[src/bvc_pkg.sv]
package bvc_pkg;

  localparam logic [7:0] SUB_ADDR_CTRL  = 8'h17;
  localparam logic [7:0] CTRL_RESET     = 8'h8f;
  localparam int         SKIP_BIT       = 7;
  localparam int         RSVD_BIT       = 6;
  localparam int         CODE_MSB       = 5;
  localparam int         CODE_WIDTH     = 6;
  localparam logic [5:0] CODE_FINE_LAST = 6'h32;
  localparam logic [7:0] RSVD_MASK      = 8'hbf;

  // Output voltage in millivolts: fine range, then coarse range.
  localparam logic [10:0] MV_FINE_BASE   = 11'h352;
  localparam logic [10:0] MV_FINE_STEP   = 11'h00a;
  localparam logic [10:0] MV_COARSE_BASE = 11'h546;
  localparam logic [10:0] MV_COARSE_STEP = 11'h019;

  localparam int CLK_HZ        = 125000000;
  localparam int BLANK_TIME_US = 5000;
  localparam int BLANK_CYCLES  = (CLK_HZ / 1000000) * BLANK_TIME_US;

  typedef struct packed {
    logic       skipEnable;
    logic       reserved;
    logic [5:0] code;
  } bvc_ctrl_type;

  typedef struct packed {
    logic       wrEn;
    logic       rdEn;
    logic [7:0] subAddr;
    logic [7:0] wrData;
  } bvc_req_type;

endpackage

[src/bvc_ctrl_reg.sv]
`timescale 1ns/1ps
`default_nettype none

// What this block does
// - A write is taken only while the password unlock is satisfied.
// - Each taken write masks over- and under-voltage checks for 5 ms.
// - A new code reaches the converter only on an apply strobe.
// - Bit 7 is the light-load skip enable, read/write, reset to one.
// - Bits 5:0 give 0.850-1.350 V in 10 mV then up to 1.675 V in 25 mV.
// - The register sits at sub-address 0x17 and resets to 0x8f.
module bvc_ctrl_reg #(
  parameter int BLANK_CYCLES = bvc_pkg::BLANK_CYCLES
) (
  input  wire logic                 clk_sys,        // System clock, 125 MHz.
  input  wire logic                 reset,          // Synchronous reset.
  input  wire bvc_pkg::bvc_req_type req,            // Register access.
  input  wire logic                 unlockOk,       // Password unlock held.
  input  wire logic                 applyStrobe,    // Apply strobe pulse.
  input  wire logic                 altApplyStrobe, // Alternate apply pulse.
  output logic [7:0]                rdData_q,       // Read data.
  output logic                      rdValid_q,      // Read data valid.
  output logic                      wrRejected_q,   // Locked write refused.
  output logic                      skipEnable_q,   // Light-load skip.
  output logic [5:0]                activeCode_q,   // Applied code.
  output logic [10:0]               targetMv_q,     // Applied millivolts.
  output logic                      blanking_q      // Supervision masked.
);

  // The blanking counter is twenty bits wide, enough for 5 ms at 125 MHz;
  // a longer window is refused here rather than silently cut short.
  if (BLANK_CYCLES < 1 || BLANK_CYCLES >= (1 << 20)) begin : g_blankRange
    $error("BLANK_CYCLES out of range");
  end

  bvc_pkg::bvc_ctrl_type ctrl_q;
  logic [19:0]           blankCnt_q;

  wire hit        = req.subAddr == bvc_pkg::SUB_ADDR_CTRL;
  wire wrHit      = req.wrEn && hit;
  wire wrTaken    = wrHit && unlockOk;
  wire rdHit      = req.rdEn && hit;
  wire applyNow   = applyStrobe || altApplyStrobe;
  wire [7:0] wrMasked = req.wrData & bvc_pkg::RSVD_MASK;
  wire [7:0] rdWord = ctrl_q & bvc_pkg::RSVD_MASK;
  wire [5:0] nextActive = applyNow ? ctrl_q.code : activeCode_q;
  wire       fineRange = nextActive <= bvc_pkg::CODE_FINE_LAST;
  wire [10:0] fineMv = bvc_pkg::MV_FINE_BASE
                     + 11'(nextActive) * bvc_pkg::MV_FINE_STEP;
  wire [10:0] coarseMv = bvc_pkg::MV_COARSE_BASE
                       + 11'(nextActive - bvc_pkg::CODE_FINE_LAST)
                       * bvc_pkg::MV_COARSE_STEP;
  wire [10:0] mvNext = fineRange ? fineMv : coarseMv;
  wire [19:0] blankLoad = 20'(BLANK_CYCLES - 1);
  wire        blankDone = blankCnt_q == 20'h00000;

  always_ff @(posedge clk_sys) begin
    if (reset) begin
      ctrl_q <= bvc_pkg::CTRL_RESET;
    end else if (wrTaken) begin
      ctrl_q <= wrMasked;
    end
  end

  // The applied code only moves on a strobe, so a half-finished sequence
  // of writes never disturbs the converter output.
  always_ff @(posedge clk_sys) begin
    if (reset) begin
      activeCode_q <= bvc_pkg::CTRL_RESET[bvc_pkg::CODE_MSB:0];
      targetMv_q   <= bvc_pkg::MV_FINE_BASE
                    + 11'(bvc_pkg::CTRL_RESET[bvc_pkg::CODE_MSB:0])
                    * bvc_pkg::MV_FINE_STEP;
    end else begin
      activeCode_q <= nextActive;
      targetMv_q   <= mvNext;
    end
  end

  // A taken write restarts the full window even if one is running.
  always_ff @(posedge clk_sys) begin
    if (reset) begin
      blankCnt_q <= 20'h00000;
      blanking_q <= 1'b0;
    end else if (wrTaken) begin
      blankCnt_q <= blankLoad;
      blanking_q <= 1'b1;
    end else if (!blankDone) begin
      blankCnt_q <= blankCnt_q - 20'h00001;
      blanking_q <= 1'b1;
    end else begin
      blanking_q <= 1'b0;
    end
  end

  always_ff @(posedge clk_sys) begin
    if (reset) begin
      rdData_q     <= 8'h00;
      rdValid_q    <= 1'b0;
      wrRejected_q <= 1'b0;
      skipEnable_q <= bvc_pkg::CTRL_RESET[bvc_pkg::SKIP_BIT];
    end else begin
      rdData_q     <= rdHit ? rdWord : 8'h00;
      rdValid_q    <= rdHit;
      wrRejected_q <= wrHit && !unlockOk;
      skipEnable_q <= ctrl_q.skipEnable;
    end
  end

  // These checks look only at the register's own ports and state, so they
  // travel with the block into any larger design.
  a_locked_write: assert property (
    @(posedge clk_sys) disable iff (reset)
    (req.wrEn && hit && !unlockOk) |=> $stable(ctrl_q))
    else $error("locked write changed the register");

  a_write_hold: assert property (
    @(posedge clk_sys) disable iff (reset)
    !wrTaken |=> $stable(ctrl_q))
    else $error("register changed without a taken write");

  a_reject_flag: assert property (
    @(posedge clk_sys) disable iff (reset)
    (wrHit && !unlockOk) |=> wrRejected_q)
    else $error("locked write not flagged");

  a_reject_quiet: assert property (
    @(posedge clk_sys) disable iff (reset)
    !(wrHit && !unlockOk) |=> !wrRejected_q)
    else $error("reject flag without locked write");

  a_blank_start: assert property (
    @(posedge clk_sys) disable iff (reset)
    wrTaken |=> blanking_q [*8])
    else $error("blanking did not start on write");

  a_blank_load: assert property (
    @(posedge clk_sys) disable iff (reset)
    wrTaken |=> blankCnt_q == blankLoad)
    else $error("blanking window not restarted");

  a_blank_end: assert property (
    @(posedge clk_sys) disable iff (reset)
    (blanking_q && blankDone && !wrTaken) |=> !blanking_q)
    else $error("blanking did not end");

  a_locked_quiet: assert property (
    @(posedge clk_sys) disable iff (reset)
    (wrHit && !unlockOk && !blanking_q) |=> !blanking_q)
    else $error("locked write started blanking");

  a_apply_hold: assert property (
    @(posedge clk_sys) disable iff (reset)
    (!applyStrobe && !altApplyStrobe) |=> $stable(activeCode_q))
    else $error("code applied without strobe");

  a_apply_take: assert property (
    @(posedge clk_sys) disable iff (reset)
    (applyStrobe || altApplyStrobe) |=> activeCode_q == $past(ctrl_q.code))
    else $error("strobe did not apply code");

  a_skip_follow: assert property (
    @(posedge clk_sys) disable iff (reset)
    wrTaken ##1 1'b1 |=> skipEnable_q == $past(req.wrData[7], 2))
    else $error("skip enable not written");

  a_mv_zero: assert property (
    @(posedge clk_sys) disable iff (reset)
    (activeCode_q == 6'h00) |-> targetMv_q == 11'h352)
    else $error("bottom code voltage wrong");

  a_mv_fine_last: assert property (
    @(posedge clk_sys) disable iff (reset)
    (activeCode_q == 6'h32) |-> targetMv_q == 11'h546)
    else $error("last fine code voltage wrong");

  a_mv_coarse_first: assert property (
    @(posedge clk_sys) disable iff (reset)
    (activeCode_q == 6'h33) |-> targetMv_q == 11'h55f)
    else $error("first coarse code voltage wrong");

  a_mv_map: assert property (
    @(posedge clk_sys) disable iff (reset)
    (activeCode_q == 6'h3f) |-> targetMv_q == 11'h68b)
    else $error("top code voltage wrong");

  a_rsvd_zero: assert property (
    @(posedge clk_sys) disable iff (reset)
    rdValid_q |-> !rdData_q[bvc_pkg::RSVD_BIT])
    else $error("reserved bit read as one");

  a_write_store: assert property (
    @(posedge clk_sys) disable iff (reset)
    wrTaken |=> ctrl_q == $past(req.wrData & bvc_pkg::RSVD_MASK))
    else $error("written value not stored");

  a_read_back: assert property (
    @(posedge clk_sys) disable iff (reset)
    (rdHit && !wrTaken) |=> rdData_q == $past(rdWord))
    else $error("read data wrong");

  a_read_idle: assert property (
    @(posedge clk_sys) disable iff (reset)
    !rdHit |=> (!rdValid_q && rdData_q == 8'h00))
    else $error("read data without a read hit");

  a_other_addr: assert property (
    @(posedge clk_sys) disable iff (reset)
    (req.wrEn && !hit) |=> $stable(ctrl_q))
    else $error("write to other address changed the register");

  a_reset_reg: assert property (
    @(posedge clk_sys)
    reset |=> ctrl_q == bvc_pkg::CTRL_RESET)
    else $error("register not at reset value");

  a_reset_out: assert property (
    @(posedge clk_sys) reset |=>
      (activeCode_q == bvc_pkg::CTRL_RESET[bvc_pkg::CODE_MSB:0]
       && skipEnable_q == bvc_pkg::CTRL_RESET[bvc_pkg::SKIP_BIT]
       && !blanking_q && targetMv_q == 11'h3e8))
    else $error("outputs not at reset values");

endmodule

`default_nettype wire

[config.mk]
export PLATFORM = sky130hd
export DESIGN_NAME = bvc_ctrl_reg
export DESIGN_NICKNAME = d
export VERILOG_FILES = /design/src/bvc_pkg.sv /design/src/bvc_ctrl_reg.sv
export SDC_FILE = /design/constraint.sdc
export NUM_CORES = 1
export LEC_CHECK = 0
export BUFFER_PORTS_ARGS = -buffer_cell sky130_fd_sc_hd__buf_2
export CORE_ASPECT_RATIO = 0.9
export CORE_MARGIN = 4
export CORE_UTILIZATION = 57
export DETAILED_ROUTE_END_ITERATION = 8
export PLACE_DENSITY = 0.8
export SLEW_MARGIN = 20
export SYNTH_ARGS = -nofsm -noshare
export SYNTH_HDL_FRONTEND = slang
export SYNTH_SLANG_ARGS = --single-unit
[constraint.sdc]
create_clock -name clk_sys -period 6.75 [get_ports clk_sys]
set_clock_uncertainty 0.15 [all_clocks]
set_input_delay 1.6875 -clock clk_sys [delete_from_list [all_inputs] [get_ports clk_sys]]
set_output_delay 1.6875 -clock clk_sys [all_outputs]
set_load 0.005 [all_outputs]
After elaboration in Yosys (flattened, before gate mapping). Index checks and enable logic that the tools add are counted.

Reduce and logical (&&, ||, !) cells: 9. $lt $le $gt $ge: 1. Div/mod/pow operators: 0. Shifts and indexed selects: 0. Equality and inequality tests: 2. Multiplexer cells: 6. Bitwise operators: 1. $add $sub $neg: 4. $mul: 2.

Operators by type and width (count): 20-bit 2-to-1 mux (2); 20-bit zero test (1); 20-bit by 1-bit subtractor with 20-bit output, second input constant (1); 10-bit by 10-bit adder with 11-bit output, first input constant (1); 11-bit adder, first input constant (1); 7-bit by 6-bit multiplier with 11-bit output, second input constant (1); 11-bit 2-to-1 mux (1); 6-bit by 3-bit multiplier with 9-bit output, second input constant (1); 8-bit by 5-bit == test with 1-bit output, second input constant (1); 6-bit by 6-bit subtractor with 7-bit output, second input constant (1); 6-bit <= comparator, second input constant (1); 6-bit 2-to-1 mux (1); 1-bit logical AND (4); 2-bit OR reduction (2); 1-bit 2-to-1 mux (2); 2-bit != test, second input constant (1); 1-bit zero test (1); 1-bit logical OR (1); 1-bit NOT (1).

Latch bits: 0. Memory bits (writable): 0. Input bits: 23. ROM bits: 0. Memories: 0. Word-level logic and storage cells: 37. Bits in registers: 56. Output and inout bits: 29.

Longest topological paths before layout. Gate-level depths: netlist (run 1).

Depth after elaboration: 6. Mapped depth: 19. Gate-level depth less buffers: 18.

Least setup slack after synthesis (run 1). No wires, ideal clock.

Path kind: in2reg. Start point: input altApplyStrobe. End point: register targetMv_q[10]. Setup slack: 1113 ps. Stages on the path: 15. Library setup time: 86 ps. Data required time: 6514 ps. Arrival: 5402 ps. Buffers on the path: 1. Path through: nor2_2 -> buf_6 -> mux2_2 -> nand2b_1 -> xnor2_1 -> ha_1 -> fa_1 -> ha_1 -> ha_1 -> ha_1 -> or2_2 -> o311ai_0 -> a21oi_1 -> xor2_1 -> a211oi_1.

Cells in the longest elaborated chain, start to end: 6. Elaborated cells between the ends (all ways): 9. Classes of those cells: 3 x add/sub; 2 x mul; 1 x order compare; 2 x mux; 1 x reduce/logical.

RTL lines: start, declared (line bvc_ctrl_reg.sv:19) `input wire logic altApplyStrobe,`; 1-bit logical OR * (line bvc_ctrl_reg.sv:42) `wire applyNow = applyStrobe || altApplyStrobe;`; 6-bit 2-to-1 mux * (line bvc_ctrl_reg.sv:45) `wire [5:0] nextActive = applyNow ? ctrl_q.code : activeCode_q;`; via nextActive[2] (line bvc_ctrl_reg.sv:45); 6-bit by 6-bit subtractor with 7-bit output (line bvc_ctrl_reg.sv:50) `+ 11'(nextActive - bvc_pkg::CODE_FINE_LAST)`; 7-bit by 6-bit multiplier with 11-bit output (line bvc_ctrl_reg.sv:51) `* bvc_pkg::MV_COARSE_STEP;`; 11-bit adder (line bvc_ctrl_reg.sv:50); 11-bit 2-to-1 mux * (line bvc_ctrl_reg.sv:52) `wire [10:0] mvNext = fineRange ? fineMv : coarseMv;`; end signal, assigned (line bvc_ctrl_reg.sv:69) `targetMv_q <= bvc_pkg::MV_FINE_BASE`; end signal, assigned (line bvc_ctrl_reg.sv:74) `targetMv_q <= mvNext;`; end, declared (line bvc_ctrl_reg.sv:25) `output logic [10:0] targetMv_q,`.

Mark *: on every way through the listed nets, which the timed path passes. The rest lies on a longest branch. A chain may end at the register's enable or synchronous reset.

Final worst setup path (run 1).
Start point: input altApplyStrobe. End point: register targetMv_q[10].

Cells in the longest elaborated chain, start to end: 6. Elaborated cells between the ends (all ways): 9. Classes of those cells: 3 x add/sub; 2 x mul; 1 x order compare; 2 x mux; 1 x reduce/logical.

RTL lines (line): 1-bit logical OR * (bvc_ctrl_reg.sv:42); 6-bit 2-to-1 mux * (bvc_ctrl_reg.sv:45); 6-bit by 6-bit subtractor with 7-bit output (bvc_ctrl_reg.sv:50); 7-bit by 6-bit multiplier with 11-bit output (bvc_ctrl_reg.sv:51); 11-bit adder (bvc_ctrl_reg.sv:50); 11-bit 2-to-1 mux * (bvc_ctrl_reg.sv:52).

Mark *: on every way between the ends. The rest lies on a longest branch, timed or not.

==> flow_metrics.py, run 1 <==
metrics = {
    "cts": {
        "clockBufferDepth": 2,
        "tritoncts": "done",
        "cts_hold_buf": 0,
        "cts-buffers-inserted": 5,
        "htreeDepth": 2,
        "clk_pin_slew_ns": 0.10,
        "clock_sinks": 55,
        "clk-insertion-delay-late_ns": 0.32,
        "cts-resized-gates": 0,
        "post-cts-setup-buffers": 0,
        "cts_root_buf": "clkbuf_8",
    },
    "timing": {
        "fin_tns_setup_ns": 0,
        "final-max-slew-violation-count": 0,
        "hold_violations": 0,
        "fin_crit_ns": 6.11,
        "max_clock_freq_mhz": 164,
        "setup_violations": 0,
        "fin_crit_sh": 0.906,
        "setup_slack_ns": 0.637,
        "slew_headroom": 0.553,
        "rsz0062_at_grt": "false",
        "worstMarginPinSlew_ns": 0.670,
    },
    "setup_path": {
        "start_kind": "primary input",
        "crit_family": "adder cells",
        "cp.required_ns": 6.81,
        "path_buf_inv": 4,
        "path_cells": "buf_2 > nor2_2 > buf_4 > o31ai_4 > and2_4 > nor3_2 > nor2_1 > fa_1 > ha_1 > inv_1 > fa_1 > inv_1 > ha_1 > and4b_1 > o311ai_0 > a21oi_1 > xor2_1 > a211oi_1",
        "cp_max_fo": 9,
        "crit_path_end_kind": "flip-flop",
        "slowest_stage": "fa_1",
        "cp_slowest_stage_delay_ns": 0.50,
        "cp.arrival_ns": 6.18,
        "worstSetupPathType": "in2reg",
    },
    "drt": {
        "avgRoutedWirePerCell_um": 15.0,
        "num_vias": 2786,
        "drc": 0,
        "wirelength_mm": 7.27,
        "drt_first_pass_iters": 4,
        "antenna_left": 0,
        "avgViaCountPerCell": 5.73,
        "drt-initial-drc-count": 167,
    },
    "floorplanning": {
        "die_y_um": 81.7,
        "dieArea_um2": 7340,
        "pin_count": 52,
        "die_w_um": 89.8,
        "coreArea_um2": 5760,
        "rows": 26,
        "start_util": 0.597,
    },
    "yosys": {
        "synth_async_sr_flop_share": 0,
        "ys_warn_count": 0,
        "synth_top_area_frac": 0.320,
        "synth.largest_area_cell": "dfxtp_1",
        "syn_avg_cell_area_um2": 9.31,
        "synth_nets": 430,
        "synth-edff-count": 0,
        "synth_area_um2": 3440,
        "netlist_instances": 369,
        "ys_seq_area_frac": 0.320,
        "synth-main-ff-cell": "dfxtp_1",
        "synth_area_leaders": "dfxtp_1 32%, ha_1 12%, xnor2_1 3.6%",
        "synth_seq_cells": 55,
        "synthDistinctLibCells": 69,
    },
    "pwr": {
        "ir_drop_uv": 205,
        "cellPowerDensity_nw_per_um2": 268,
        "power.leakage_nw": 1.73,
    },
    "global_routing": {
        "overflow": 0,
        "antenna_found_initial": 0,
        "grt_first_pass_wirelength_mm": 12.6,
        "grtUsageTotal": 0.209,
        "first_global_vias": 2796,
        "grt_max_degree": 39,
    },
    "placement": {
        "pre_cts_slack_ns": 0.340,
        "dpl.hpwl_mm": 5.54,
        "place_congestion": 0.846,
        "io_buffers": 49,
    },
    "min_path": {
        "hold_class": "reg2reg",
    },
    "layout": {
        "syn2layout_area_growth_pct": 11.1,
        "insertedDiodeCount": 0,
        "drive_above_1_share": 0.209,
        "nFillCells": 473,
        "nNetsFinal": 476,
    },
    "outcome": {
        "status": "complete, no violations",
    },
    "job": {
        "cap_viol_max_count": 0,
    },
}
metrics by stage:
stage                     power, mW  hold slack [ns]   util  instance area, µm²  cells
after floorplan               0.765            0.282      -                3440    369
after CTS                      1.02            0.336  0.663                3820    486
after global routing           1.11            0.372  0.663                3820    486
after global placement        0.820            0.298  0.647                3720    478
final                          1.02            0.331  0.663                3820    486
after detailed placement      0.835            0.311  0.647                3720    478
sequential cells by signal, summed over array words and instances, names as in the netlist:
signal        cells
ctrl_q            7
blankCnt_q       20
targetMv_q       11
activeCode_q      6
wrRejected_q      1
blanking_q        1
skipEnable_q      1
rdData_q          7
rdValid_q         1
synthesized netlist by cell type (all sizes together) (3+ instances only):
cell type and n:
inv 26, ha 32, a31oi 6, clkbuf 8
nor2 28, buf 6, o31ai 3, nand2b 7
a21oi 23, nand3 3, and2 4, o21bai 3
a211o 3, mux2i 9, and3 10, xor2 14
nand2 20, xnor2 14, nor4 5, or2 7
a21o 3, a211oi 4, nand3b 6, o21ai 12
dfxtp 55, fa 6, nor3 13, o211ai 6
metal layers:
layer,routed length (µm),vias to the layer above,track usage,part of all wire
met1,3400,1306,0.269,0.47
met3,418,9,0.0430,0.057
met2,3390,73,0.354,0.47
met4,65,0,0.0720,0.0089
li1,-,1398,-,-
met5,0,-,0,0
report_power, final:
group / switching [mW] / total [mW] / internal (mW)
clock: 0.114 / 0.189 / 0.0752
sequential: 0.0544 / 0.428 / 0.373
combinational: 0.239 / 0.405 / 0.166
layout by cell type, fill, tap and decap left out, types with 10 or more instances in the layout:
cell / instances
a21oi_1: 22
and3_1: 10
buf_2: 49
dfxtp_1: 55
ha_1: 32
inv_1: 26
nand2_1: 20
nor2_1: 26
nor3_1: 12
xnor2_1: 14
xor2_1: 14
cell type report:
type	instances	area, µm²	area share
Inverter	26	97.6	0.0256
Clock inverter	3	23.8	0.00623
Multi-Input combinational cell	274	2160	0.567
Clock buffer	5	68.8	0.0180
Tap cell	70	87.6	0.0229
Sequential cell	55	1100	0.288
Timing Repair Buffer	53	275	0.0721
cells by family after synthesis:
family          count (synthesis)  synth area share
compound gates                 77             0.164
simple gates                  119             0.206
flops                          55             0.320
other cells                     1           0.00109
xor+xnor                       28            0.0714
fa+ha+maj                      38             0.151
buf+inv                        40            0.0499
mux                            11            0.0361
path summary, 6_finish.rpt:
kind              slack, ns             from             end  depth (start not counted)
hold reg to reg        0.33        ctrl_q[7]    skipEnable_q                          1
hold / removal         0.33        ctrl_q[7]    skipEnable_q                          1
setup reg to reg       2.23  activeCode_q[3]  targetMv_q[10]                         16
setup / recovery       0.64   altApplyStrobe  targetMv_q[10]                         18
(Power assumes the default switching activity.)
==> run 2: changes to the inputs <==
--- a/config.mk
+++ b/config.mk
@@ -10,6 +10,7 @@
 export CORE_MARGIN = 4
 export CORE_UTILIZATION = 57
 export DETAILED_ROUTE_END_ITERATION = 8
+export GPL_TIMING_DRIVEN = 0
 export PLACE_DENSITY = 0.8
 export SLEW_MARGIN = 20
 export SYNTH_ARGS = -nofsm -noshare
==> flow_metrics.py, run 2 (synthesized netlist as in run 1, its figures left out) <==
metrics = {
    "layout": {
        "insertedDiodeCount": 0,
        "largest_reg_flops": 20,
        "reg.largest.list": "blankCnt_q (20), targetMv_q (11)",
        "nFillCells": 447,
        "syn2layout_area_growth_pct": 13.2,
        "final_common_cell": "dfxtp_1",
        "nNetsFinal": 486,
        "final_cell_mix": "55 x dfxtp_1, 51 x buf_2, 32 x ha_1, 26 x inv_1, 26 x nor2_1",
        "regMostFlops": "blankCnt_q",
        "drive_above_1_share": 0.207,
    },
    "timing": {
        "rsz0062_at_grt": "false",
        "worstMarginPinSlew_ns": 0.540,
        "slew_headroom": 0.630,
        "fin_crit_sh": 0.870,
        "final-max-slew-violation-count": 0,
        "max_clock_freq_mhz": 170,
        "setup_violations": 0,
        "setup_slack_ns": 0.878,
        "fin_crit_ns": 5.87,
        "hold_violations": 0,
        "fin_tns_setup_ns": 0,
    },
    "cts": {
        "tritoncts": "done",
        "htreeDepth": 2,
        "cts-resized-gates": 0,
        "clock_sinks": 55,
        "clockBufferDepth": 2,
        "cts-buffers-inserted": 5,
        "clk-insertion-delay-late_ns": 0.32,
        "cts_hold_buf": 0,
        "cts_root_buf": "clkbuf_8",
        "clk_pin_slew_ns": 0.10,
        "post-cts-setup-buffers": 0,
    },
    "global_routing": {
        "grt_util_met3": 0.0375,
        "top_usage_layer": "met2",
        "grtUsageTotal": 0.216,
        "grt_max_degree": 18,
        "globalRouteMet2Util": 0.369,
        "first_global_vias": 2762,
        "gr-usage-met1": 0.285,
        "overflow": 0,
        "antenna_found_initial": 0,
        "grt_first_pass_wirelength_mm": 12.9,
    },
    "pwr": {
        "power.leakage_nw": 1.77,
        "p_int_mw": 0.672,
        "power_frac_comb": 0.393,
        "seqPwrFrac": 0.391,
        "cellPowerDensity_nw_per_um2": 282,
        "pwr-share-clk": 0.215,
        "switching_share": 0.387,
        "switching_power_mw": 0.423,
        "ir_drop_uv": 165,
    },
    "setup_path": {
        "cp_max_fo": 10,
        "crit_path_end_kind": "flip-flop",
        "reg2reg_to": "targetMv_q[10]",
        "cp.required_ns": 6.82,
        "r2r_slack_ns": 2.27,
        "worstSetupPathType": "in2reg",
        "start_kind": "primary input",
        "cp.arrival_ns": 5.95,
        "reg2regPathDepth": 16,
        "r2r_start": "activeCode_q[3]",
    },
    "placement": {
        "pre_cts_slack_ns": 0.557,
        "io_buffers": 49,
        "dpl.hpwl_mm": 5.75,
        "place_congestion": 0.849,
    },
    "drt": {
        "drt-initial-drc-count": 139,
        "avgRoutedWirePerCell_um": 15.1,
        "avgViaCountPerCell": 5.72,
        "num_vias": 2839,
        "antenna_left": 0,
        "wirelength_mm": 7.49,
        "drc": 0,
        "drt_first_pass_iters": 4,
    },
    "min_path": {
        "hold_path_depth": 1,
        "hold_class": "reg2reg",
        "hp-start": "ctrl_q[7]",
        "holdPathEnd": "skipEnable_q",
    },
    "floorplanning": {
        "die_y_um": 81.7,
        "dieArea_um2": 7340,
        "coreArea_um2": 5760,
        "pin_count": 52,
        "start_util": 0.597,
        "die_w_um": 89.8,
        "rows": 26,
    },
    "outcome": {
        "status": "complete, no violations",
    },
    "job": {
        "cap_viol_max_count": 0,
    },
}
[run 2: cell count changes in the layout (fill, tap and decap cells not counted), sizes merged]
cell      previous run  this run
bufinv               0         1
clkbuf               5        14
buf                 53        55
clkinv               1         0
clkinvlp             1         0
[run 2: stage by stage]
step / instance area, µm² / utilization / hold WS, ns / power [mW] / instances
floorplan: 3440 / - / 0.282 / 0.765 / 369
global placement: 3770 / 0.654 / 0.291 / 0.841 / 488
detailed placement: 3770 / 0.654 / 0.301 / 0.855 / 488
CTS: 3890 / 0.676 / 0.325 / 1.09 / 496
global route: 3890 / 0.676 / 0.357 / 1.18 / 496
finish: 3890 / 0.676 / 0.322 / 1.10 / 496
[run 2: per-layer routing]
metal  wire [µm]  part of all wire  up-vias
met5           0                 0        -
met4         113             0.015        0
met3         440             0.059        9
met2        3340              0.45       85
met1        3600              0.48     1330
li1            -                 -     1415
[run 2: power by group through the flow]
stage                     combinational (mW)  clock (mW)  sequential (mW)
final                                  0.431       0.236            0.429
after global routing                   0.490       0.255            0.437
after CTS                              0.425       0.241            0.428
after detailed placement               0.421           0            0.434
after global placement                 0.409           0            0.431
after floorplan                        0.341           0            0.425
[run 2: layout make-up]
class	count	area, µm²	share of cell area
clock buffer	6	82.6	0.0212
tap	70	87.6	0.0225
clock inverter	2	38.8	0.00997
multi-input combinational	274	2160	0.556
timing repair buffer	49	245	0.0630
sequential	55	1100	0.283
buffer	14	73.8	0.0190
inverter	26	97.6	0.0251
[run 2: worst max-delay path by stage]
| stage | start | slack, ns | endpoint | depth (start not counted) |
|---|---|---|---|---|
| 6_report | altApplyStrobe | 0.88 | targetMv_q[10] | 18 |
| 5_1_grt | altApplyStrobe | 0.47 | targetMv_q[10] | 18 |
| 4_1_cts | altApplyStrobe | 0.85 | targetMv_q[10] | 18 |
| 3_5_place_dp | altApplyStrobe | 0.56 | targetMv_q[10] | 18 |
| 3_3_place_gp | altApplyStrobe | 0.59 | targetMv_q[10] | 18 |
| 2_1_floorplan | altApplyStrobe | 1.11 | targetMv_q[10] | 15 |
[run 2: worst max-delay path, cell delays in order]
cell	delay [ns]
buf_2	0.13
nor2_2	0.18
buf_6	0.19
mux2i_2	0.47
and2_4	0.27
nor3_2	0.08
nor2_1	0.23
fa_1	0.47
ha_1	0.21
inv_1	0.06
fa_1	0.40
inv_1	0.07
ha_1	0.24
and4b_1	0.22
o311ai_0	0.44
a21oi_1	0.15
xor2_1	0.18
a211oi_1	0.26
==> run 3: changes to the inputs <==
--- a/config.mk
+++ b/config.mk
@@ -11,7 +11,7 @@
 export CORE_UTILIZATION = 57
 export DETAILED_ROUTE_END_ITERATION = 8
 export GPL_TIMING_DRIVEN = 0
-export PLACE_DENSITY = 0.8
+export PLACE_DENSITY_LB_ADDON = 0.25
 export SLEW_MARGIN = 20
 export SYNTH_ARGS = -nofsm -noshare
 export SYNTH_HDL_FRONTEND = slang
==> flow_metrics.py, run 3 (synthesized netlist as in run 1, its figures left out) <==
metrics = {
    "outcome": {
        "status": "complete, no violations",
    },
    "layout": {
        "drive_above_1_share": 0.204,
        "nNetsFinal": 486,
        "final_common_cell": "dfxtp_1",
        "nFillCells": 479,
        "largest_reg_flops": 20,
        "syn2layout_area_growth_pct": 12.5,
        "reg.largest.list": "blankCnt_q (20), targetMv_q (11)",
        "fin_area_um2": 3860,
        "regMostFlops": "blankCnt_q",
        "final_cell_mix": "55 x dfxtp_1, 51 x buf_2, 32 x ha_1, 26 x inv_1, 26 x nor2_1",
        "final_util": 0.671,
        "insertedDiodeCount": 0,
    },
    "timing": {
        "setup_violations": 0,
        "rsz0062_at_grt": "false",
        "setup_slack_ns": 0.876,
        "fin_crit_ns": 5.87,
        "worstMarginPinSlew_ns": 0.590,
        "fin_crit_sh": 0.870,
        "final-max-slew-violation-count": 0,
        "max_clock_freq_mhz": 170,
        "hold_violations": 0,
        "fin_tns_setup_ns": 0,
        "slew_headroom": 0.601,
    },
    "global_routing": {
        "grt_max_degree": 17,
        "grt_first_pass_wirelength_mm": 12.4,
        "first_global_vias": 2671,
        "overflow": 0,
        "grtUsageTotal": 0.207,
        "antenna_found_initial": 0,
    },
    "pwr": {
        "power.leakage_nw": 1.75,
        "cellPowerDensity_nw_per_um2": 271,
        "ir_drop_uv": 187,
    },
    "setup_path": {
        "cp_slowest_stage_delay_ns": 0.47,
        "cp_max_fo": 10,
        "cp.required_ns": 6.81,
        "path_cells": "buf_2 > nor2_2 > buf_6 > mux2i_2 > and2_4 > nor3_2 > nor2_1 > fa_1 > ha_1 > inv_1 > fa_1 > inv_1 > ha_1 > and4b_1 > o311ai_0 > a21oi_1 > xor2_1 > a211oi_1",
        "cp.arrival_ns": 5.93,
        "crit_path_end_kind": "flip-flop",
        "start_kind": "primary input",
        "slowest_stage": "fa_1",
        "worstSetupPathType": "in2reg",
        "r2r_slack_ns": 2.24,
    },
    "drt": {
        "wirelength_mm": 7.35,
        "avgViaCountPerCell": 5.62,
        "antenna_left": 0,
        "drt-initial-drc-count": 126,
        "drt_first_pass_iters": 4,
        "drc": 0,
        "avgRoutedWirePerCell_um": 14.8,
        "num_vias": 2788,
    },
    "cts": {
        "clk_pin_slew_ns": 0.10,
        "cts_hold_buf": 0,
        "cts_root_buf": "clkbuf_8",
        "clockBufferDepth": 2,
        "tritoncts": "done",
        "htreeDepth": 2,
        "cts-resized-gates": 0,
        "clk-insertion-delay-late_ns": 0.30,
        "clock_sinks": 55,
        "cts-buffers-inserted": 5,
        "post-cts-setup-buffers": 0,
    },
    "job": {
        "cap_viol_max_count": 0,
    },
    "floorplanning": {
        "die_w_um": 89.8,
        "start_util": 0.597,
        "dieArea_um2": 7340,
        "die_y_um": 81.7,
        "rows": 26,
        "coreArea_um2": 5760,
        "pin_count": 52,
    },
    "placement": {
        "place_area_um2": 3770,
        "place_congestion": 0.844,
        "io_buffers": 49,
        "pre_cts_slack_ns": 0.598,
        "dpl.hpwl_mm": 5.66,
    },
    "min_path": {
        "hold_class": "reg2reg",
    },
}
run 3: cell count changes in the layout (fill, tap and decap cells not counted), sizes merged:
cell / previous run / this run
bufinv: 1 / 0
clkbuf: 14 / 15
clkinv: 0 / 1
inv: 27 / 26
run 3: routing by layer:
layer / up-vias / part of all wire / track usage
met3: 6 / 0.052 / 0.0421
li1: 1417 / - / -
met2: 76 / 0.46 / 0.345
met4: 0 / 0.0049 / 0.0459
met5: - / 0 / 0
met1: 1289 / 0.48 / 0.280
run 3: critical path: cells and delay by family:
kind                       cells  cell delay (ns)
xor gates and xnor gates       1             0.18
and+or+nand+nor                5             0.96
AOI/OAI and AO/OA              3             0.85
buffers and inverters          4             0.46
muxes                          1             0.45
adders and majority gates      4             1.33
run 3: cell type report:
| cell class | instances | area, µm² | area share |
|---|---|---|---|
| Multi-Input combinational cell | 274 | 2160 | 0.560 |
| Timing Repair Buffer | 49 | 245 | 0.0635 |
| Buffer | 14 | 73.8 | 0.0191 |
| Inverter | 26 | 97.6 | 0.0253 |
| Sequential cell | 55 | 1100 | 0.285 |
| Clock inverter | 1 | 8.76 | 0.00227 |
| Clock buffer | 7 | 86.3 | 0.0223 |
| Tap cell | 70 | 87.6 | 0.0227 |
run 3: metrics by stage:
step	std cells	power (mW)	hold slack (ns)
after floorplan	369	0.765	0.282
after global placement	488	0.841	0.301
after detailed placement	488	0.855	0.314
after CTS	496	1.05	0.336
after global routing	496	1.12	0.372
final	496	1.05	0.330
run 3: path summary, 6_finish.rpt:
kind,cells after the start,from,end
setup reg to reg,16,activeCode_q[3],targetMv_q[10]
hold / removal,1,ctrl_q[7],skipEnable_q
setup / recovery,18,altApplyStrobe,targetMv_q[10]
hold reg to reg,1,ctrl_q[7],skipEnable_q
run 3: where the power goes:
| part | switching [mW] | internal, mW | leakage (nW) |
|---|---|---|---|
| Sequential | 0.0540 | 0.373 | 0.447 |
| Combinational | 0.252 | 0.177 | 1.26 |
| Clock | 0.106 | 0.0844 | 0.0484 |
| Total | 0.412 | 0.635 | 1.75 |
